**src/inc/clkwd_pkg.sv**
```systemverilog
package clkwd_pkg;
   // ==============================================================
   // low-power mode field
   localparam logic [1:0] lpm_idle_code = 2'h0;
   localparam logic [1:0] lpm_standby_code = 2'h1;
   localparam int lpm_halt_bit = 1;
   // ==============================================================
   // legacy watchdog
   localparam int wdog_count_width = 8;
   localparam logic [7:0] wdog_count_max = 8'hff;
   localparam logic [7:0] wdog_key_first = 8'h55;
   localparam logic [7:0] wdog_key_second = 8'haa;
   localparam int wdog_pulse_cycles = 512;
   localparam logic [9:0] wdog_pulse_reset = 10'h000;
   // ==============================================================
   // nmi watchdog and qualification
   localparam int nmi_count_width = 16;
   localparam logic [15:0] nmi_period_reset = 16'hffff;
   localparam int qual_count_width = 6;
   localparam int wake_pin_count = 32;

   typedef enum logic [1:0]
   {
      run_state = 2'b00,
      idle_state = 2'b01,
      standby_state = 2'b10,
      halt_state = 2'b11
   } power_state_type;

   // clock gating outputs travel together
   typedef struct packed
   {
      logic cpu_clock_en;
      logic system_clock_en;
      logic osc_clock_en;
      logic pin_hold;
   } clock_ctrl_type;
endpackage
```
**src/design/clock_fail_watchdog_lowpower.sv**
```systemverilog
// How it works
// - on input clock loss while the pll is active, switch to limp clock
// - limp entry latches a pending non-maskable clock-fail interrupt
// - reset select chooses immediate reset or arming the nmi watchdog counter
// - clock failure sets a readable missing-clock flag
// - 8-bit up counter at max drives active-low output for 512 cycles
// - key 0x55 then 0xaa clears the watchdog counter
// - watchdog counter holds while limp clock runs
// - in standby only the watchdog runs; its interrupt wakes the block
// - in idle the watchdog interrupt raises a processor interrupt
// - in halt the watchdog wakes the device by full reset
// - mode 00 is idle: clocks on, any interrupt or pin reset exits
// - mode 01 is standby: cpu and system clocks stop, oscillator runs
// - mode 1x is halt: oscillator and pll stop; needs watchdog clock
// - selected port a pins wake standby after qualification cycles
// - halt exits by watchdog, pin reset or selected port a pin
// - output pins keep their state during any low-power mode
module clock_fail_watchdog_lowpower
   import clkwd_pkg::*;
#(
   parameter int nmi_width = nmi_count_width
)
(
   // clock and reset
   input wire logic clk,
   input wire logic reset,
   // clock supervision
   input wire logic pll_active,
   input wire logic osc_present,
   input wire logic fail_reset_select,
   input wire logic [15:0] nmi_period,
   input wire logic nmi_clear,
   output logic limp_select,
   output logic nmi_pending,
   output logic missing_clock_flag,
   output logic clock_fail_event,
   output logic device_reset,
   // legacy watchdog
   input wire logic wdog_enable,
   input wire logic wdog_irq_mode,
   input wire logic key_write,
   input wire logic [7:0] key_data,
   output logic wdog_reset_out_n,
   output logic wdog_wake_irq_n,
   output logic [7:0] wdog_count,
   // low-power control
   input wire logic idle_exec,
   input wire logic [1:0] lowpower_mode_field,
   input wire logic [5:0] qual_cycles,
   input wire logic [31:0] wake_pin_select,
   input wire logic [31:0] gpio_a_in,
   input wire logic pin_reset_n,
   input wire logic enabled_irq,
   input wire logic wdog_wake_enable,
   output logic cpu_wake_irq,
   output clock_ctrl_type clock_ctrl,
   output power_state_type power_state
);
   typedef struct packed
   {
      logic osc_s1;
      logic osc_s2;
      logic rst_s1;
      logic rst_s2;
      logic [31:0] gpio_s1;
      logic [31:0] gpio_s2;
      logic limp;
      logic pend;
      logic missing;
      logic fail_pulse;
      logic [15:0] nmi_cnt;
      logic dev_rst;
      logic wake_irq;
      power_state_type pstate;
   } top_state_type;

   top_state_type s_q, s_d;
   logic wd_rst_n;
   logic wd_irq_n;
   logic qual_wake;
   logic pin_rst;
   logic wd_irq;

   // ==============================================================
   // legacy watchdog
   wdog_core #(
      .pulse_cycles(wdog_pulse_cycles)
   ) u_wdog (
      .clk(clk),
      .reset(reset),
      .enable(wdog_enable),
      .limp_active(s_q.limp),
      .key_write(key_write),
      .key_data(key_data),
      .irq_mode(wdog_irq_mode),
      .wdog_reset_out_n(wd_rst_n),
      .wdog_wake_irq_n(wd_irq_n),
      .count(wdog_count)
   );

   // ==============================================================
   // gpio wake qualification, only armed in standby or halt
   wake_qualifier u_qual (
      .clk(clk),
      .reset(reset),
      .pins_sync(s_q.gpio_s2),
      .select(wake_pin_select),
      .qual_cycles(qual_cycles),
      .armed(s_q.pstate == standby_state || s_q.pstate == halt_state),
      .wake(qual_wake)
   );

   assign pin_rst = !s_q.rst_s2;
   assign wd_irq = !wd_irq_n;

   // ==============================================================
   // supervision and power state
   always_comb
   begin
      // pins cross into this domain through two flops
      s_d = s_q;
      s_d.osc_s1 = osc_present;
      s_d.osc_s2 = s_q.osc_s1;
      s_d.rst_s1 = pin_reset_n;
      s_d.rst_s2 = s_q.rst_s1;
      s_d.gpio_s1 = gpio_a_in;
      s_d.gpio_s2 = s_q.gpio_s1;
      s_d.fail_pulse = 1'b0;
      s_d.dev_rst = 1'b0;
      s_d.wake_irq = 1'b0;

      // clock loss detection; limp stays until reset
      if (pll_active && !s_q.osc_s2 && !s_q.limp)
      begin
         s_d.limp = 1'b1;
         s_d.fail_pulse = 1'b1;
         s_d.missing = 1'b1;
         s_d.pend = 1'b1;
         if (!fail_reset_select)
            s_d.dev_rst = 1'b1;
      end
      else if (nmi_clear)
      begin
         s_d.pend = 1'b0;
      end

      // nmi counter; a new failure wins over a clear
      if (s_q.pend && !nmi_clear && fail_reset_select)
      begin
         if (s_q.nmi_cnt >= nmi_period)
         begin
            s_d.dev_rst = 1'b1;
            s_d.nmi_cnt = '0;
         end
         else
            s_d.nmi_cnt = s_q.nmi_cnt + 16'h0001;
      end
      else if (!s_q.pend || nmi_clear)
         s_d.nmi_cnt = '0;

      // low-power state machine
      unique case (s_q.pstate)
         run_state:
         begin
            if (idle_exec)
            begin
               if (lowpower_mode_field[lpm_halt_bit] && wdog_enable)
                  s_d.pstate = halt_state;
               else if (lowpower_mode_field == lpm_standby_code)
                  s_d.pstate = standby_state;
               else if (lowpower_mode_field == lpm_idle_code)
                  s_d.pstate = idle_state;
            end
         end
         idle_state:
         begin
            if (enabled_irq || wd_irq || pin_rst)
               s_d.pstate = run_state;
            if (wd_irq)
               s_d.wake_irq = 1'b1;
         end
         standby_state:
         begin
            if ((wd_irq && wdog_wake_enable) || qual_wake || pin_rst)
            begin
               s_d.pstate = run_state;
               s_d.wake_irq = 1'b1;
            end
         end
         halt_state:
         begin
            if (!wd_rst_n)
            begin
               s_d.pstate = run_state;
               s_d.dev_rst = 1'b1;
            end
            else if (qual_wake || pin_rst)
               s_d.pstate = run_state;
         end
      endcase
   end

   always_ff @(posedge clk or posedge reset)
   begin
      if (reset)
      begin
         s_q <= '0;
         s_q.osc_s1 <= 1'b1;
         s_q.osc_s2 <= 1'b1;
         s_q.rst_s1 <= 1'b1;
         s_q.rst_s2 <= 1'b1;
         s_q.gpio_s1 <= '1;
         s_q.gpio_s2 <= '1;
         s_q.pstate <= run_state;
      end
      else
         s_q <= s_d;
   end

   // ==============================================================
   // outputs
   assign limp_select = s_q.limp;
   assign nmi_pending = s_q.pend;
   assign missing_clock_flag = s_q.missing;
   assign clock_fail_event = s_q.fail_pulse;
   assign device_reset = s_q.dev_rst || !wd_rst_n;
   assign wdog_reset_out_n = wd_rst_n;
   assign wdog_wake_irq_n = wd_irq_n;
   assign cpu_wake_irq = s_q.wake_irq;
   assign power_state = s_q.pstate;

   // clocks gated per mode; pins frozen in every low-power mode
   always_comb
   begin
      clock_ctrl.cpu_clock_en = (s_q.pstate == run_state || s_q.pstate == idle_state);
      clock_ctrl.system_clock_en = clock_ctrl.cpu_clock_en;
      clock_ctrl.osc_clock_en = (s_q.pstate != halt_state);
      clock_ctrl.pin_hold = (s_q.pstate != run_state);
   end

   // ==============================================================
   // checks
   a_fail_flags: assert property (@(posedge clk) disable iff (reset)
      clock_fail_event |-> limp_select && nmi_pending && missing_clock_flag)
      else $error("clock fail without flags");
   a_immediate_reset: assert property (@(posedge clk) disable iff (reset)
      pll_active && !s_q.osc_s2 && !s_q.limp && !fail_reset_select |=> device_reset)
      else $error("no immediate reset on clock fail");
   a_limp_sticky: assert property (@(posedge clk) disable iff (reset)
      limp_select |=> limp_select)
      else $error("limp clock dropped");
   a_nmi_clear: assert property (@(posedge clk) disable iff (reset)
      nmi_pending && nmi_clear && !clock_fail_event |=> s_q.nmi_cnt == 16'h0000)
      else $error("nmi counter not cleared");
   a_standby_gating: assert property (@(posedge clk) disable iff (reset)
      power_state == standby_state |-> !clock_ctrl.cpu_clock_en && clock_ctrl.osc_clock_en)
      else $error("standby clock gating wrong");
   a_halt_needs_wd: assert property (@(posedge clk) disable iff (reset)
      power_state == run_state ##1 power_state == halt_state |-> $past(wdog_enable))
      else $error("halt entered without watchdog clock");
   a_pin_hold: assert property (@(posedge clk) disable iff (reset)
      power_state != run_state |-> clock_ctrl.pin_hold)
      else $error("pins not held in low power");
   a_idle_wd_wake: assert property (@(posedge clk) disable iff (reset)
      power_state == idle_state && wd_irq |=> cpu_wake_irq && power_state == run_state)
      else $error("watchdog did not wake idle");
   c_fail: cover property (@(posedge clk) disable iff (reset) clock_fail_event);
   c_standby_exit: cover property (@(posedge clk) disable iff (reset)
      power_state == standby_state ##1 power_state == run_state);
   c_halt_exit: cover property (@(posedge clk) disable iff (reset)
      power_state == halt_state ##1 power_state == run_state);
   c_idle_wd_wake: cover property (@(posedge clk) disable iff (reset)
      power_state == idle_state ##1 cpu_wake_irq);

   // ==============================================================
   // flag and nmi counter checks
   a_missing_sticky: assert property (@(posedge clk) disable iff (reset)
      missing_clock_flag |=> missing_clock_flag)
      else $error("missing clock flag dropped");
   a_pending_holds: assert property (@(posedge clk) disable iff (reset)
      nmi_pending && !nmi_clear |=> nmi_pending)
      else $error("pending nmi lost without a clear");
   a_fail_single: assert property (@(posedge clk) disable iff (reset)
      clock_fail_event |=> !clock_fail_event)
      else $error("clock fail event too long");
   a_limp_needs_pll: assert property (@(posedge clk) disable iff (reset)
      $rose(limp_select) |-> $past(pll_active))
      else $error("limp clock without pll in use");
   // the overflow reset is the only way out when software never answers
   a_nmi_overflow: assert property (@(posedge clk) disable iff (reset)
      nmi_pending && fail_reset_select && !nmi_clear && s_q.nmi_cnt >= nmi_period |=> device_reset)
      else $error("nmi overflow gave no reset");
   a_nmi_idle_zero: assert property (@(posedge clk) disable iff (reset)
      !nmi_pending |=> s_q.nmi_cnt == 16'h0000)
      else $error("nmi counter ran with nothing pending");

   // ==============================================================
   // power state checks
   a_idle_entry: assert property (@(posedge clk) disable iff (reset)
      power_state == run_state && idle_exec && lowpower_mode_field == lpm_idle_code
      |=> power_state == idle_state)
      else $error("idle not entered");
   a_standby_entry: assert property (@(posedge clk) disable iff (reset)
      power_state == run_state && idle_exec && lowpower_mode_field == lpm_standby_code
      |=> power_state == standby_state)
      else $error("standby not entered");
   a_halt_entry: assert property (@(posedge clk) disable iff (reset)
      power_state == run_state && idle_exec && lowpower_mode_field[lpm_halt_bit] && wdog_enable
      |=> power_state == halt_state)
      else $error("halt not entered");
   a_halt_refused: assert property (@(posedge clk) disable iff (reset)
      power_state == run_state && idle_exec && lowpower_mode_field[lpm_halt_bit] && !wdog_enable
      |=> power_state == run_state)
      else $error("halt entered with watchdog stopped");
   a_idle_irq_exit: assert property (@(posedge clk) disable iff (reset)
      power_state == idle_state && enabled_irq |=> power_state == run_state)
      else $error("interrupt did not leave idle");
   a_standby_wd_wake: assert property (@(posedge clk) disable iff (reset)
      power_state == standby_state && !wdog_wake_irq_n && wdog_wake_enable
      |=> power_state == run_state && cpu_wake_irq)
      else $error("watchdog did not wake standby");
   a_standby_pin_wake: assert property (@(posedge clk) disable iff (reset)
      power_state == standby_state && qual_wake |=> power_state == run_state && cpu_wake_irq)
      else $error("qualified pin did not wake standby");
   a_halt_wd_reset: assert property (@(posedge clk) disable iff (reset)
      power_state == halt_state && !wdog_reset_out_n |=> power_state == run_state && device_reset)
      else $error("watchdog reset did not leave halt");
   // a stray halt exit would release frozen pins with no cause
   a_halt_exit_cause: assert property (@(posedge clk) disable iff (reset)
      power_state == halt_state ##1 power_state == run_state
      |-> $past(qual_wake) || $past(pin_rst) || !$past(wdog_reset_out_n))
      else $error("halt left without a wake source");
   a_pin_reset_exit: assert property (@(posedge clk) disable iff (reset)
      power_state != run_state && pin_rst |=> power_state == run_state)
      else $error("pin reset did not leave low power");
   a_idle_clocks: assert property (@(posedge clk) disable iff (reset)
      power_state == idle_state |-> clock_ctrl.cpu_clock_en && clock_ctrl.system_clock_en && clock_ctrl.osc_clock_en)
      else $error("clocks stopped in idle");
   a_halt_osc_off: assert property (@(posedge clk) disable iff (reset)
      power_state == halt_state |-> !clock_ctrl.osc_clock_en && !clock_ctrl.cpu_clock_en)
      else $error("clocks running in halt");
   a_run_pins_free: assert property (@(posedge clk) disable iff (reset)
      power_state == run_state |-> !clock_ctrl.pin_hold)
      else $error("pins held while running");
   a_wake_single: assert property (@(posedge clk) disable iff (reset)
      cpu_wake_irq |=> !cpu_wake_irq)
      else $error("wake interrupt longer than one cycle");
endmodule

```
**src/design/wake_qualifier.sv**
```systemverilog
module wake_qualifier
   import clkwd_pkg::*;
(
   // clock and reset
   input wire logic clk,
   input wire logic reset,
   // wake pins, already synchronised
   input wire logic [31:0] pins_sync,
   input wire logic [31:0] select,
   input wire logic [5:0] qual_cycles,
   input wire logic armed,
   // result
   output logic wake
);
   typedef struct packed
   {
      logic [5:0] cnt;
      logic hit;
   } qual_state_type;

   qual_state_type s_q, s_d;
   logic any_low;

   // a selected pin held low counts; a bounce restarts the count
   assign any_low = |(~pins_sync & select);

   always_comb
   begin
      s_d = s_q;
      s_d.hit = 1'b0;
      if (!armed || !any_low)
         s_d.cnt = '0;
      else if (s_q.cnt >= qual_cycles)
         s_d.hit = 1'b1;
      else
         s_d.cnt = s_q.cnt + 6'h01;
   end

   always_ff @(posedge clk or posedge reset)
   begin
      if (reset)
         s_q <= '0;
      else
         s_q <= s_d;
   end

   assign wake = s_q.hit;

   a_qual_needs_low: assert property (@(posedge clk) disable iff (reset)
      wake |-> $past(any_low) && $past(armed))
      else $error("wake without a held low pin");
endmodule

```
**src/design/wdog_core.sv**
```systemverilog
module wdog_core
   import clkwd_pkg::*;
#(
   parameter int pulse_cycles = wdog_pulse_cycles
)
(
   // clock and reset
   input wire logic clk,
   input wire logic reset,
   // control
   input wire logic enable,
   input wire logic limp_active,
   input wire logic key_write,
   input wire logic [7:0] key_data,
   input wire logic irq_mode,
   // outputs
   output logic wdog_reset_out_n,
   output logic wdog_wake_irq_n,
   output logic [7:0] count
);
   typedef struct packed
   {
      logic [7:0] cnt;
      logic key_armed;
      logic [9:0] pulse;
      logic pulse_on;
      logic mode;
   } wdog_state_type;

   wdog_state_type s_q, s_d;

   // ==============================================================
   // counter, key sequence and output pulse
   always_comb
   begin
      s_d = s_q;
      if (key_write)
      begin
         if (key_data == wdog_key_first)
            s_d.key_armed = 1'b1;
         else if (key_data == wdog_key_second && s_q.key_armed)
         begin
            s_d.cnt = '0;
            s_d.key_armed = 1'b0;
         end
         else
            s_d.key_armed = 1'b0;
      end
      else if (enable && !limp_active && !s_q.pulse_on)
      begin
         if (s_q.cnt == wdog_count_max)
         begin
            s_d.pulse_on = 1'b1;
            s_d.pulse = wdog_pulse_reset;
            s_d.mode = irq_mode;
            s_d.cnt = '0;
         end
         else
            s_d.cnt = s_q.cnt + 8'h01;
      end
      if (s_q.pulse_on)
      begin
         if (s_q.pulse == 10'(pulse_cycles - 1))
            s_d.pulse_on = 1'b0;
         else
            s_d.pulse = s_q.pulse + 10'h001;
      end
      if (!enable)
      begin
         s_d.cnt = '0;
      end
   end

   always_ff @(posedge clk or posedge reset)
   begin
      if (reset)
         s_q <= '0;
      else
         s_q <= s_d;
   end

   // active low pulses, one of two outputs by mode
   assign wdog_reset_out_n = !(s_q.pulse_on && !s_q.mode);
   assign wdog_wake_irq_n = !(s_q.pulse_on && s_q.mode);
   assign count = s_q.cnt;

   // ==============================================================
   // checks
   a_pulse_width: assert property (@(posedge clk) disable iff (reset)
      $rose(s_q.pulse_on) |-> s_q.pulse_on [*8])
      else $error("watchdog pulse ended too early");
   a_key_clears: assert property (@(posedge clk) disable iff (reset)
      key_write && key_data == wdog_key_second && s_q.key_armed |=> count == 8'h00)
      else $error("key sequence did not clear counter");
   a_limp_hold: assert property (@(posedge clk) disable iff (reset)
      limp_active && !key_write && enable && !s_q.pulse_on |=> $stable(count))
      else $error("watchdog counted in limp mode");
   c_pulse_fires: cover property (@(posedge clk) disable iff (reset) $rose(s_q.pulse_on));
endmodule

```
**config.mk**
```make
export PLATFORM = sky130hd
export DESIGN_NAME = clock_fail_watchdog_lowpower
export DESIGN_NICKNAME = d
export VERILOG_FILES = /design/src/inc/clkwd_pkg.sv /design/src/design/clock_fail_watchdog_lowpower.sv /design/src/design/wake_qualifier.sv /design/src/design/wdog_core.sv
export SDC_FILE = /design/constraint.sdc
export NUM_CORES = 1
export LEC_CHECK = 0
export BUFFER_PORTS_ARGS = -buffer_cell sky130_fd_sc_hd__buf_2
export CAP_MARGIN = 10
export CORE_UTILIZATION = 54
export DETAILED_ROUTE_END_ITERATION = 10
export GPL_TIMING_DRIVEN = 0
export PLACE_DENSITY = 0.8
export SLEW_MARGIN = 30
export SYNTH_ARGS = -nofsm -noshare
export SYNTH_HDL_FRONTEND = slang
export SYNTH_HIERARCHICAL = 1
export SYNTH_SLANG_ARGS = --single-unit
```
**constraint.sdc**
```tcl
create_clock -name clk -period 3.3 [get_ports clk]
set_input_delay 0.33 -clock clk [delete_from_list [all_inputs] [get_ports clk]]
set_output_delay 0.33 -clock clk [all_outputs]
set_load 0.01 [all_outputs]
```
[After elaboration in Yosys (flattened, before gate mapping)]
Index checks and enable logic that the tools add are counted.
Operators by class
  equal/unequal tests: 18
  add/sub/neg operators: 4
  magnitude comparators: 2
  multiplexer cells: 40
  divide/modulo/power cells: 0
  reduce and logical (&&, ||, !) cells: 41
  shifts and indexed selects: 0
  bitwise operators: 3
  multiply operators: 0
Operators with widths (number)
  16-bit 2-to-1 mux: 3
  8-bit 2-to-1 mux: 6
  12-bit 2-to-1 mux: 3
  32-bit bitwise AND: 1
  32-bit inverter: 1
  32-bit OR reduction: 1
  16-bit by 1-bit adder with 16-bit output, second input constant: 1
  8-bit equality test, second input constant: 2
  16-bit greater-or-equal comparator: 1
  1-bit 2-to-1 mux: 14
  2-bit 2-to-1 mux: 7
  6-bit 2-to-1 mux: 2
  1-bit logical AND: 11
  1-bit zero test: 11
  11-bit 2-to-1 mux: 1
  10-bit by 1-bit adder with 10-bit output, second input constant: 1
  10-bit by 9-bit equality test with 1-bit output, second input constant: 1
  1-bit logical OR: 10
  10-bit 2-to-1 mux: 1
  8-bit by 1-bit adder with 8-bit output, second input constant: 1
  8-bit by 7-bit equality test with 1-bit output, second input constant: 1
  2-bit case mux with 4 select lines: 1
  6-bit by 1-bit adder with 6-bit output, second input constant: 1
  6-bit greater-or-equal comparator: 1
  15 further kinds: 25
Word-level totals
  RAM bits: 0
  memories kept: 0
  word-level logic and storage cells: 128
  output and inout port bits: 22
  memory bits (read-only): 0
  latch bits: 0
  register bits: 119

[Depth between registers and ports, before layout]
Gate-level depths: netlist of the first run.
  depth in word-level cells: 8
  mapped depth: 8

[Hierarchy]
Netlist of the first run, hierarchy kept.
Modules (own cells, without submodules)
  clock_fail_watchdog_lowpower: times used 1, cells an instance 278, area an instance 3618.5 um2, sequential area each 2362.3 um2
  wdog_core: times used 1, cells an instance 134, area an instance 1246.2 um2, sequential area each 525.5 um2
  wake_qualifier: times used 1, cells an instance 104, area an instance 740.7 um2, sequential area each 175.2 um2

[Least setup slack after synthesis of the first run]
No wires, ideal clock.
  path type: flip-flop to flip-flop
  start: register s_q[17] (netlist name)
  end: register s_q[16] (netlist name)
  arrival: 2057 ps
  library setup time: 121 ps
  slack: 1122 ps
  cell stages (with the launch flop): 8
  clock period less this slack: 2178 ps
  buffers on the path: 1
  path through: dfrtp_1 ha_1 nand4_1 or4_1 o32ai_2 buf_4 nor3_2 a22o_1
On the way
  cells in the longest elaborated chain, start to end: 3
Ends and longest elaborated chain
  start, declared: RTL line clock_fail_watchdog_lowpower.sv:77  | top_state_type s_q, s_d;
  16-bit greater-or-equal comparator: RTL line clock_fail_watchdog_lowpower.sv:150  | if (s_q.nmi_cnt >= nmi_period)
  16-bit 2-to-1 mux: RTL line clock_fail_watchdog_lowpower.sv:150
  16-bit 2-to-1 mux: RTL line clock_fail_watchdog_lowpower.sv:148  | if (s_q.pend && !nmi_clear && fail_reset_select)
Every way passes these cells.
A chain may end at the register's enable or synchronous reset.

[Worst setup path in the final report of the first run]
  start: register s_q[4] (netlist name)
  end: register s_q[19] (netlist name)
On the way
  cells in the longest elaborated chain, start to end: 3
  elaborated cells on any way between the ends: 4
  classes of those cells: add/sub (1); order compare (1); mux (2)
Ends and longest elaborated chain (RTL line)
  16-bit by 1-bit adder with 16-bit output or 16-bit greater-or-equal comparator (tied branches): clock_fail_watchdog_lowpower.sv:156, clock_fail_watchdog_lowpower.sv:150
  16-bit 2-to-1 mux *: clock_fail_watchdog_lowpower.sv:150
  16-bit 2-to-1 mux *: clock_fail_watchdog_lowpower.sv:148
Every way passes the cells marked *; elsewhere a longest branch is shown, timed or not.

==> key figures, run 1 <==
Outcome
  • Status: finished, final reports clean

Timing
  • Final Critical Period: 2.46 ns
  • Final worst slack: 0.837 ns
  • Max Fclk: 0.406 GHz
  • Setup Skew: 0.0134 ns
  • Final hold vios: 0
  • Worst hold slack: 0.0567 ns
  • Setup-failing EPs final: 0
  • Fin Setup TNS: 0 ns
  • Max-slew headroom: 40.2%
  • RSZ-0062 raised after global routing: false
  • Final Slew Violations: 0
  • Measured slew at the worst slew-check pin: 0.886 ns
  • Final period util: 74.6%

Clocking
  • CTS sink cnt: 119
  • CTS tree: built
  • Clk slew on worst S/H paths: 0.07 ns
  • Root Buffer: clkbuf_8
  • Post_cts resized: 0
  • # hold bufs at CTS: 35
  • Worst-skew pair later-pin latency: 0.53 ns
  • Post-CTS setup buffers: 0
  • Clk buf depth: 2
  • Htree depth: 4
  • CTS Buf Count: 17

Finish
  • Final core occ: 74.7%
  • Nets: 840
  • Syn-to-layout area delta: 32.1%
  • Layout cells sized above 1: 37.1%
  • Number of diodes: 0

Critical path
  • Worst r2r path cells: 8
  • CP max-delay cell: a2111oi_1
  • Launch point of the worst path: s_q[4]
  • Setup crit end: s_q[19]
  • Critical Path End Type: flop
  • End of the worst register-to-register path: s_q[19]
  • Worst path cell trace: inv_1 -> ha_1 -> nand2b_1 -> a2111oi_1 -> o32ai_2 -> buf_4 -> o41ai_1 -> a22o_1
  • Reg-to-reg slack, setup: 0.84 ns
  • Crit-path max cell delay: 0.54 ns
  • Critical path class: reg -> reg
  • CP Launch Type: flop
  • Worst r2r src: s_q[4]
  • Critical path peak fanout: 10
  • WP data required: 3.76 ns
  • Crit path DAT: 2.92 ns

Synthesis
  • Mapped cell area: 5610 µm²
  • Synth Flop Type: dfstp_2
  • Post-synthesis sequential area ratio: roughly 55%
  • Yosys warnings: 6
  • Yosys cell types: 61
  • Combinational family with the most area after synthesis: simple AND/OR/NAND/NOR gates
  • Async SR Flop Fraction: 100%
  • Simple-Gate Fraction of Synth Area: 16.2%
  • Mean Syn Cell Area: 10.9 µm²
  • Mapped Nets: 655
  • Synth Area in Compound Gates: 13.8%
  • EDFF count, synth: 0
  • Post-Synth XOR/XNOR Area: less than 1%
  • Mux cell area share after synthesis: 0.625%
  • Post-synthesis adder-cell area fraction: 6.70%
  • Top cells by area, synth: dfstp_2, dfrtp_1, ha_1
  • Top-count cell post-synth: inv_1
  • Register bit count reported by yosys: around 120
  • Syn Inst Count: 516
  • Post-synth top area share: 31.9%
  • Cell taking the most area after synthesis: dfstp_2
  • Commonest cells post-synth: inv_1, dfstp_2, dfrtp_1, nand2_1, ha_1

Die
  • Initial Util: 56.6%
  • Die area: 10800 µm²
  • Core ar.: approximately 9900 µm²
  • Die height: between 100 and 150 µm
  • Boundary Pins: about 130
  • Chip width: 104 µm
  • Row cnt: 36

Detailed routing
  • Top sig layer: met4
  • Drt drc: 0
  • First DRT Iteration DRCs: 357
  • Final wirelength: approximately 14 mm
  • Vias per inst: about 5.6
  • Drt pass-1 iters: 7
  • Routed wl met3: 730 µm
  • Routed wl met2: 7.41 mm
  • Vias: 4710
  • WL met1: ~5.6 mm
  • Post-route ant nets: 0
  • Routed length per instance: 16.5 µm

GRT
  • Initial antenna violation count: 0
  • GRT Total Usage: between 20% and 30%
  • Largest net degree at the start of global routing: 57
  • Vias in the first global route: 5043
  • Final global-route overflow total: 0
  • First-pass GRT wire length: 23.7 mm

Pwr
  • Power Density: 536 nW/µm²
  • Worst VDD drop: 0.000439 V
  • Leak: roughly 3.6 nW

Place
  • Pre-CTS WS: around 0.84 ns
  • # port buffers: 130
  • Hpwl dp: 8.97 mm
  • RePlAce Congestion: 0.859

Run
  • Max Cap Violations: 0

Worst hold path
  • HP Class: in -> reg
## registers in the layout, summed over array words and instances (netlist names)
| register | flops |
|---|---|
| missing_clock_flag | 1 |
| clock_fail_event | 1 |
| s_d | 34 |
| nmi_pending | 1 |
| u_qual/wake | 1 |
| u_wdog/s_q | 13 |
| u_qual/s_q | 6 |
| u_wdog/count | 8 |
| cpu_wake_irq | 1 |
| power_state | 2 |
| s_q | 51 |
## layout by cell type, fill, tap and decap left out, types with 6 or more instances in the layout
cell and count:
nand2_1 40, o22ai_1 16, dlygate4sd3_1 35, clkbuf_16 17
dfstp_2 68, nor2b_1 7, a21oi_1 12, or3_1 10
nor2_1 10, nor4_1 7, nand2b_1 13, o21ai_0 19
or2_2 7, clkbuf_1 7, nand4_1 9, dfrtp_1 51
inv_1 68, buf_2 132, buf_4 14, a22o_1 6
inv_6 8, nand3_1 17, a21o_1 6, ha_1 30
and3_1 8
## kinds of logic (layout without fill, tap and decap cells)
family | Yosys count | count (layout)
AND/OR/NAND/NOR | 159 | 159
flip-flops | 119 | 119
AO/OA/AOI/OAI | 107 | 107
buffers and inverters | 94 | 292
adder cells (fa/ha/maj) | 30 | 30
XOR/XNOR | 4 | 4
multiplexers | 3 | 3
## worst min-delay path by stage
| stage | slack, ns | depth (start not counted) | startpoint | to |
|---|---|---|---|---|
| 2_1_floorplan | 0.13 | 1 | reset | u_qual/s_q[1] |
| 3_3_place_gp | 0.29 | 2 | reset | u_qual/s_q[6] |
| 3_5_place_dp | 0.33 | 2 | reset | u_qual/s_q[5] |
| 4_1_cts | 0.03 | 2 | wdog_irq_mode | u_wdog/s_q[0] |
| 5_1_grt | 0.04 | 2 | wdog_irq_mode | u_wdog/s_q[0] |
| 6_report | 0.06 | 2 | wdog_irq_mode | u_wdog/s_q[0] |
## worst max-delay path: cells and delay by family (launching register included)
family	cells	cell delay, ns
AO/OA/AOI/OAI	4	1.33
adder cells (fa/ha/maj)	1	0.25
AND/OR/NAND/NOR	1	0.14
buffers and inverters	2	0.26
flip-flops	1	0.41
## area by class of cell
class	instances	area [µm²]
clock inverter	13	149
timing repair buffer	166	1030
clock buffer	19	453
inverter	69	264
fill	659	2500
sequential	119	3060
tap	133	166
buffer	25	158
multi-input combinational	303	2130
## stage by stage
step | std cells | cell area [µm²] | power [W]
3_3_place_gp | 779 | 6420 | 0.00205
5_1_grt | 847 | 7410 | 0.00413
6_report | 847 | 7410 | 0.00397
3_5_place_dp | 780 | 6450 | 0.00208
4_1_cts | 847 | 7410 | 0.00399
2_1_floorplan | 516 | 5610 | 0.00188
## power breakdown
group          leakage [nW]  internal (W)  total, W  switching [W]
registers              1.40       0.00156   0.00161      0.0000458
logic                  1.94      0.000244  0.000498       0.000254
clock network         0.295       0.00110   0.00186       0.000759
total                  3.64       0.00291   0.00397        0.00106
## per-layer routing
metal | GRT usage [%] | vias to the layer above
met5 | 0 | -
met4 | 9.49 | 0
met3 | 6.14 | 25
met2 | 50.9 | 200
met1 | 32.8 | 2297
li1 | - | 2188
(Power assumes the default switching activity.)
==> run 2, diff against run 1 <==
CORE_UTILIZATION = 49   (was 54)
PLACE_DENSITY = 0.77   (was 0.8)
clock period = 2.1 ns   (was 3.3 ns; I/O delays follow)
==> key figures, run 2 (synthesis gave the netlist of run 1 again) <==
Pwr
  • Post-route total power: 0.00620 W (was 0.00397 W)
  • Power Density: 793 nW/µm² (was 536 nW/µm²)
  • Worst VDD drop: 0.000914 V (was 0.000439 V)
  • Leak: 3.80 nW (was 3.64 nW)

Clocking
  • Clk buf depth: 2 (unchanged)
  • Worst-skew pair later-pin latency: 0.41 ns (was 0.53 ns)
  • CTS Buf Count: 17 (unchanged)
  • CTS tree: built (unchanged)
  • Clk slew on worst S/H paths: 0.06 ns (was 0.07 ns)
  • Htree depth: 4 (unchanged)
  • CTS sink cnt: 119 (unchanged)
  • Root Buffer: clkbuf_16 (was clkbuf_8)

Timing
  • Final period util: 111% (was 74.6%)
  • Max-slew headroom: 44.5% (was 40.2%)
  • Setup Skew: 0.00847 ns (was 0.0134 ns)
  • Measured slew at the worst slew-check pin: 0.832 ns (was 0.886 ns)
  • Max Fclk: 0.430 GHz (was 0.406 GHz)
  • Final hold vios: 0 (unchanged)
  • Setup-failing EPs final: 17 (was 0)
  • Fin Setup TNS: -2.67 ns (was 0 ns)
  • Final Slew Violations: 0 (unchanged)
  • RSZ-0062 raised after global routing: true (was false)
  • Final Critical Period: 2.32 ns (was 2.46 ns)
  • Final worst slack: -0.224 ns (was 0.837 ns)

GRT
  • Largest net degree at the start of global routing: 35 (was 57)
  • Vias in the first global route: 4890 (was 5043)
  • Initial antenna violation count: 0 (unchanged)
  • First-pass GRT wire length: 22.1 mm (was 23.7 mm)
  • Final global-route overflow total: 0 (unchanged)
  • GRT Total Usage: 24.7% (was 28.0%)

Outcome
  • Failing checks: negative setup slack
  • Status: finished, violations left (was finished, final reports clean)

Finish
  • Syn-to-layout area delta: 39.6% (was 32.1%)
  • Most common cell after layout, fill and taps aside: buf_2 (unchanged)
  • Max reg flops: 51 (unchanged)
  • Nets: 866 (was 840)
  • Layout cells sized above 1: 42.2% (was 37.1%)
  • Commonest cells after routing, fill and taps aside: buf_2, inv_1, dfstp_2 (unchanged)
  • Number of diodes: 0 (unchanged)
  • Largest Register: s_q (unchanged)
  • Post-Layout Inst Area: 7830 µm² (was 7410 µm²)

Die
  • Boundary Pins: 131 (unchanged)
  • Die area: 11900 µm² (was 10800 µm²)
  • Initial Util: 51.0% (was 56.6%)
  • Chip width: 109 µm (was 104 µm)
  • Core ar.: 11000 µm² (was 9910 µm²)
  • Die height: 109 µm (was 104 µm)
  • Row cnt: 38 (was 36)

Detailed routing
  • Drt drc: 0 (unchanged)
  • Routed length per instance: 15.7 µm (was 16.5 µm)
  • Vias: 4705 (was 4710)
  • Vias per inst: 5.35 (was 5.56)
  • Post-route ant nets: 0 (unchanged)
  • First DRT Iteration DRCs: 199 (was 357)
  • Drt pass-1 iters: 5 (was 7)
  • Final wirelength: 13.8 mm (was 14.0 mm)

Critical path
  • CP max-delay cell: nor4b_1 (was a2111oi_1)
  • Worst path cell trace: ha_1 -> a211oi_1 -> o21ai_0 -> a221o_1 -> clkbuf_2 -> nor4b_1 -> o22a_1 (was inv_1 -> ha_1 -> nand2b_1 -> a2111oi_1 -> o32ai_2 -> buf_4 -> o41ai_1 -> a22o_1)
  • Launch point of the worst path: s_q[11] (was s_q[4])
  • Crit-path max cell delay: 0.43 ns (was 0.54 ns)
  • CP Launch Type: flop (unchanged)
  • Critical path class: reg -> reg (unchanged)
  • Worst path bufs/invs: 1 (was 2)
  • Worst r2r src: s_q[11] (was s_q[4])
  • WP data required: 2.45 ns (was 3.76 ns)
  • Worst path top cell family by delay: compound AO/OA/AOI/OAI gates (unchanged)
  • Crit path DAT: 2.67 ns (was 2.92 ns)
  • Critical path peak fanout: 10 (unchanged)
  • Critical Path End Type: flop (unchanged)

Worst hold path
  • HP Class: in -> reg (unchanged)
  • Hold Startpoint: wdog_irq_mode (unchanged)

Place
  • Post-placement cell area: 6520 µm² (was 6450 µm²)
  • RePlAce Congestion: 0.836 (was 0.859)
  • Hpwl dp: 9.02 mm (was 8.97 mm)
  • # port buffers: 130 (unchanged)
  • Pre-CTS WS: -0.331 ns (was 0.844 ns)

Run
  • Max Cap Violations: 0 (unchanged)
[run 2: worst paths after layout]
check / endpoint / slack, ns / depth (start not counted)
worst min register to register: s_q[48] / 0.35 / 0
worst min-delay path: u_wdog/s_q[0] / 0.05 / 2
worst max register to register: s_q[7] / -0.22 / 7
worst max-delay path: s_q[7] / -0.22 / 7
max in group asynchronous: u_wdog/s_q[1] / 0.97 / 3
min in group asynchronous: u_qual/wake / 0.33 / 3
[run 2: per-stage QoR]
step	util [%]	instances	hold slack (ns)
floorplan	-	516	0.0134
global placement	58.7	786	0.197
detailed placement	59.3	789	0.208
CTS	70.1	873	0.0371
global route	71.2	880	0.0358
finish	71.2	880	0.0486
[run 2: metal layers]
| layer | vias to the layer above | GRT usage (%) | routed length, µm | share of wire, % |
|---|---|---|---|---|
| met1 | 2271 | 28.9 | 5640 | 41 |
| met2 | 168 | 43.1 | 7180 | 52 |
| li1 | 2240 | - | - | - |
| met3 | 26 | 6.99 | 800 | 5.8 |
| met5 | - | 0 | 0 | 0 |
| met4 | 0 | 9.07 | 209 | 1.5 |
[run 2: what timing repair did]
action | 4_1_cts | 5_1_grt
cloned | 2 | 0
setup buffers | 15 | 7
pin swaps | 5 | 7
endpoints found under the hold margin | 45 | 0
resized for setup | 22 | 19
hold buffers | 35 | 0
setup endpoints to repair | 28 | 27
[run 2: final cells by class]
type	count	area (µm²)
clock inverters	11	108
multi-input cells	303	2290
plain buffers	25	174
flip-flops and latches	119	3070
repair buffers	192	1260
fillers	748	3160
well taps	140	175
clock buffers	21	493
inverters	69	263
[run 2: worst reg2reg max path: stages, from the launching register on]
cell	delay [ns]
dfrtp_1	0.39
ha_1	0.30
a211oi_1	0.21
o21ai_0	0.15
a221o_1	0.36
clkbuf_2	0.23
nor4b_1	0.43
o22a_1	0.19
[run 2: report_power, final]
part	switching, W	internal, W	leakage [nW]
registers	0.0000686	0.00246	1.40
clock network	0.00107	0.00182	0.300
logic	0.000386	0.000407	2.11
total	0.00152	0.00468	3.80
==> run 3, diff against run 2 <==
CORE_UTILIZATION = 25   (was 49)
PLACE_DENSITY = not set   (was 0.77)
==> key figures, run 3 (synthesis gave the netlist of run 1 again) <==
Critical path
  • Worst path top cell family by delay: simple AND/OR/NAND/NOR gates (was compound AO/OA/AOI/OAI gates)
  • Worst path cell trace: ha_4 -> nand4_1 -> or4_4 -> o32ai_4 -> buf_6 -> nor4_1 -> o22a_1 (was ha_1 -> a211oi_1 -> o21ai_0 -> a221o_1 -> clkbuf_2 -> nor4b_1 -> o22a_1)
  • CP max-delay cell: or4_4 (was nor4b_1)
  • Critical path class: reg -> reg (unchanged)
  • CP Launch Type: flop (unchanged)
  • Worst r2r path cells: 7 (unchanged)
  • Crit path DAT: 2.57 ns (was 2.67 ns)
  • Reg-to-reg slack, setup: -0.19 ns (was -0.22 ns)
  • Worst path bufs/invs: 1 (unchanged)
  • Worst r2r src: s_q[19] (was s_q[11])
  • Critical Path End Type: flop (unchanged)
  • WP data required: 2.39 ns (was 2.45 ns)
  • Crit-path max cell delay: 0.47 ns (was 0.43 ns)
  • Critical path peak fanout: 10 (unchanged)
  • End of the worst register-to-register path: s_q[6] (was s_q[7])

Die
  • Boundary Pins: 131 (unchanged)
  • Die height: 152 µm (was 109 µm)
  • Chip width: 152 µm (was 109 µm)
  • Die area: 23000 µm² (was 11900 µm²)
  • Row cnt: 54 (was 38)
  • Initial Util: 25.6% (was 51.0%)
  • Core ar.: 21900 µm² (was 11000 µm²)

Run
  • Max Cap Violations: 0 (unchanged)

Clocking
  • CTS sink cnt: 119 (unchanged)
  • Worst-skew pair later-pin latency: 0.41 ns (about the same)
  • Clk buf depth: 2 (unchanged)
  • Root Buffer: clkbuf_16 (unchanged)
  • CTS tree: built (unchanged)
  • Htree depth: 4 (unchanged)
  • CTS Buf Count: 17 (unchanged)
  • Clk slew on worst S/H paths: 0.06 ns (about the same)

Place
  • Inst Count DP: 929 (was 789)
  • Hpwl dp: 9.85 mm (was 9.02 mm)
  • # port buffers: 130 (unchanged)
  • RePlAce Congestion: 0.744 (was 0.836)
  • Post-placement cell area: 6700 µm² (was 6520 µm²)

Timing
  • Final hold vios: 0 (unchanged)
  • Final Slew Violations: 0 (unchanged)
  • Final worst slack: -0.185 ns (was -0.224 ns)
  • Max Fclk: 0.438 GHz (was 0.430 GHz)
  • Worst hold slack: 0.0341 ns (was 0.0486 ns)
  • Measured slew at the worst slew-check pin: 0.850 ns (was 0.832 ns)
  • Setup Skew: 0.0126 ns (was 0.00847 ns)
  • RSZ-0062 raised after global routing: true (unchanged)
  • Max-slew headroom: 43.3% (was 44.5%)
  • Final period util: 109% (was 111%)
  • Final Critical Period: 2.29 ns (was 2.32 ns)
  • Setup-failing EPs final: 17 (unchanged)

Outcome
  • Failing checks: negative setup slack (unchanged)
  • Status: finished, violations left (unchanged)

GRT
  • GRT Total Usage: 12.2% (was 24.7%)
  • First-pass GRT wire length: 21.4 mm (was 22.1 mm)
  • Initial antenna violation count: 0 (unchanged)
  • Final global-route overflow total: 0 (unchanged)
  • Vias in the first global route: 4354 (was 4890)
  • Largest net degree at the start of global routing: 32 (was 35)

Pwr
  • Clock power frac: 47.6% (was 46.5%)
  • Worst VDD drop: 0.000449 V (was 0.000914 V)
  • Net Sw Power: 0.00153 W (was 0.00152 W)
  • Power Density: 792 nW/µm² (was 793 nW/µm²)
  • Logic pwr share: 12.5% (was 12.8%)
  • Leak: 3.79 nW (was 3.80 nW)
  • Sw Ratio: 24.3% (was 24.5%)
  • Internal power: 0.00478 W (was 0.00468 W)
  • Power share of the sequential group: 39.9% (was 40.7%)

Finish
  • Number of diodes: 0 (unchanged)
  • Nets: 858 (was 866)
  • Fin cells: 1012 (was 880)
  • Max reg flops: 51 (unchanged)
  • Largest Register: s_q (unchanged)
  • Commonest cells after routing, fill and taps aside: buf_2, inv_1, dfstp_2 (unchanged)
  • Post-Layout Inst Area: 7970 µm² (was 7830 µm²)
  • Most common cell after layout, fill and taps aside: buf_2 (unchanged)
  • Final core occ: 36.4% (was 71.2%)
  • Syn-to-layout area delta: 42.2% (was 39.6%)
  • Layout cells sized above 1: 41.9% (was 42.2%)

Worst hold path
  • Hold Startpoint: pll_active (was wdog_irq_mode)
  • Min-Delay Endpoint: missing_clock_flag (was u_wdog/s_q[0])
  • HP Class: in -> reg (unchanged)
  • Worst Hold Path Cells: 3 (was 2)

Detailed routing
  • First DRT Iteration DRCs: 173 (was 199)
  • Vias per inst: 4.45 (was 5.35)
  • Routed length per instance: 13.5 µm (was 15.7 µm)
  • Drt pass-1 iters: 4 (was 5)
  • Vias: 4500 (was 4705)
  • Drt drc: 0 (unchanged)
  • Final wirelength: 13.7 mm (was 13.8 mm)
  • Post-route ant nets: 0 (unchanged)
[run 3: worst max path at each step]
stage	startpoint	to	cells past startpoint
floorplan	s_q[15]	s_q[16]	7
global placement	s_q[4]	s_q[16]	8
detailed placement	s_q[4]	s_q[16]	8
CTS	s_q[13]	s_q[6]	7
global route	s_q[16]	s_q[6]	7
finish	s_q[19]	s_q[6]	7
[run 3: metrics by stage]
step / setup TNS, ns / setup slack (ns) / power [W]
finish: -2.08 / -0.185 / 0.00631
global route: -3.71 / -0.280 / 0.00662
CTS: -1.97 / -0.167 / 0.00640
detailed placement: -6.44 / -0.438 / 0.00329
global placement: -4.31 / -0.306 / 0.00326
floorplan: -0.223 / -0.0378 / 0.00296
[run 3: final cells by class]
class                      count  area, µm²
timing repair buffer         184       1200
buffer                        25        174
multi-input combinational    303       2290
fill                        2187      13900
sequential                   119       3070
inverter                      69        263
clock inverter                12        133
tap                          280        350
clock buffer                  20        489
[run 3: layer usage]
layer | vias up | share of wire, % | track usage [%]
li1 | 2231 | - | -
met1 | 2146 | 45 | 15.0
met2 | 105 | 48 | 20.5
met3 | 18 | 5.5 | 3.26
met4 | 0 | 1.4 | 4.60
met5 | - | 0 | 0
[run 3: worst reg2reg max path, stage by stage (launching register included)]
cell and delay (ns):
dfrtp_1 0.44, ha_4 0.30, nand4_1 0.15, or4_4 0.47, o32ai_4 0.32, buf_6 0.20
nor4_1 0.06, o22a_1 0.22
[run 3: repair_timing]
action,CTS,global route
setup buffers,9,6
resized for setup,23,19
hold buffers,35,0
hold endpoints to repair,44,0
pin swaps,4,4
setup endpoints to repair,23,24
gates cloned,1,0
[run 3: power by group through the flow]
| stage | Combinational [W] | Clock [W] | Sequential, W |
|---|---|---|---|
| 3_5_place_dp | 0.000740 | 0 | 0.00255 |
| 3_3_place_gp | 0.000707 | 0 | 0.00255 |
| 4_1_cts | 0.000806 | 0.00308 | 0.00252 |
| 6_report | 0.000789 | 0.00300 | 0.00252 |
| 5_1_grt | 0.000893 | 0.00320 | 0.00253 |
| 2_1_floorplan | 0.000426 | 0 | 0.00254 |
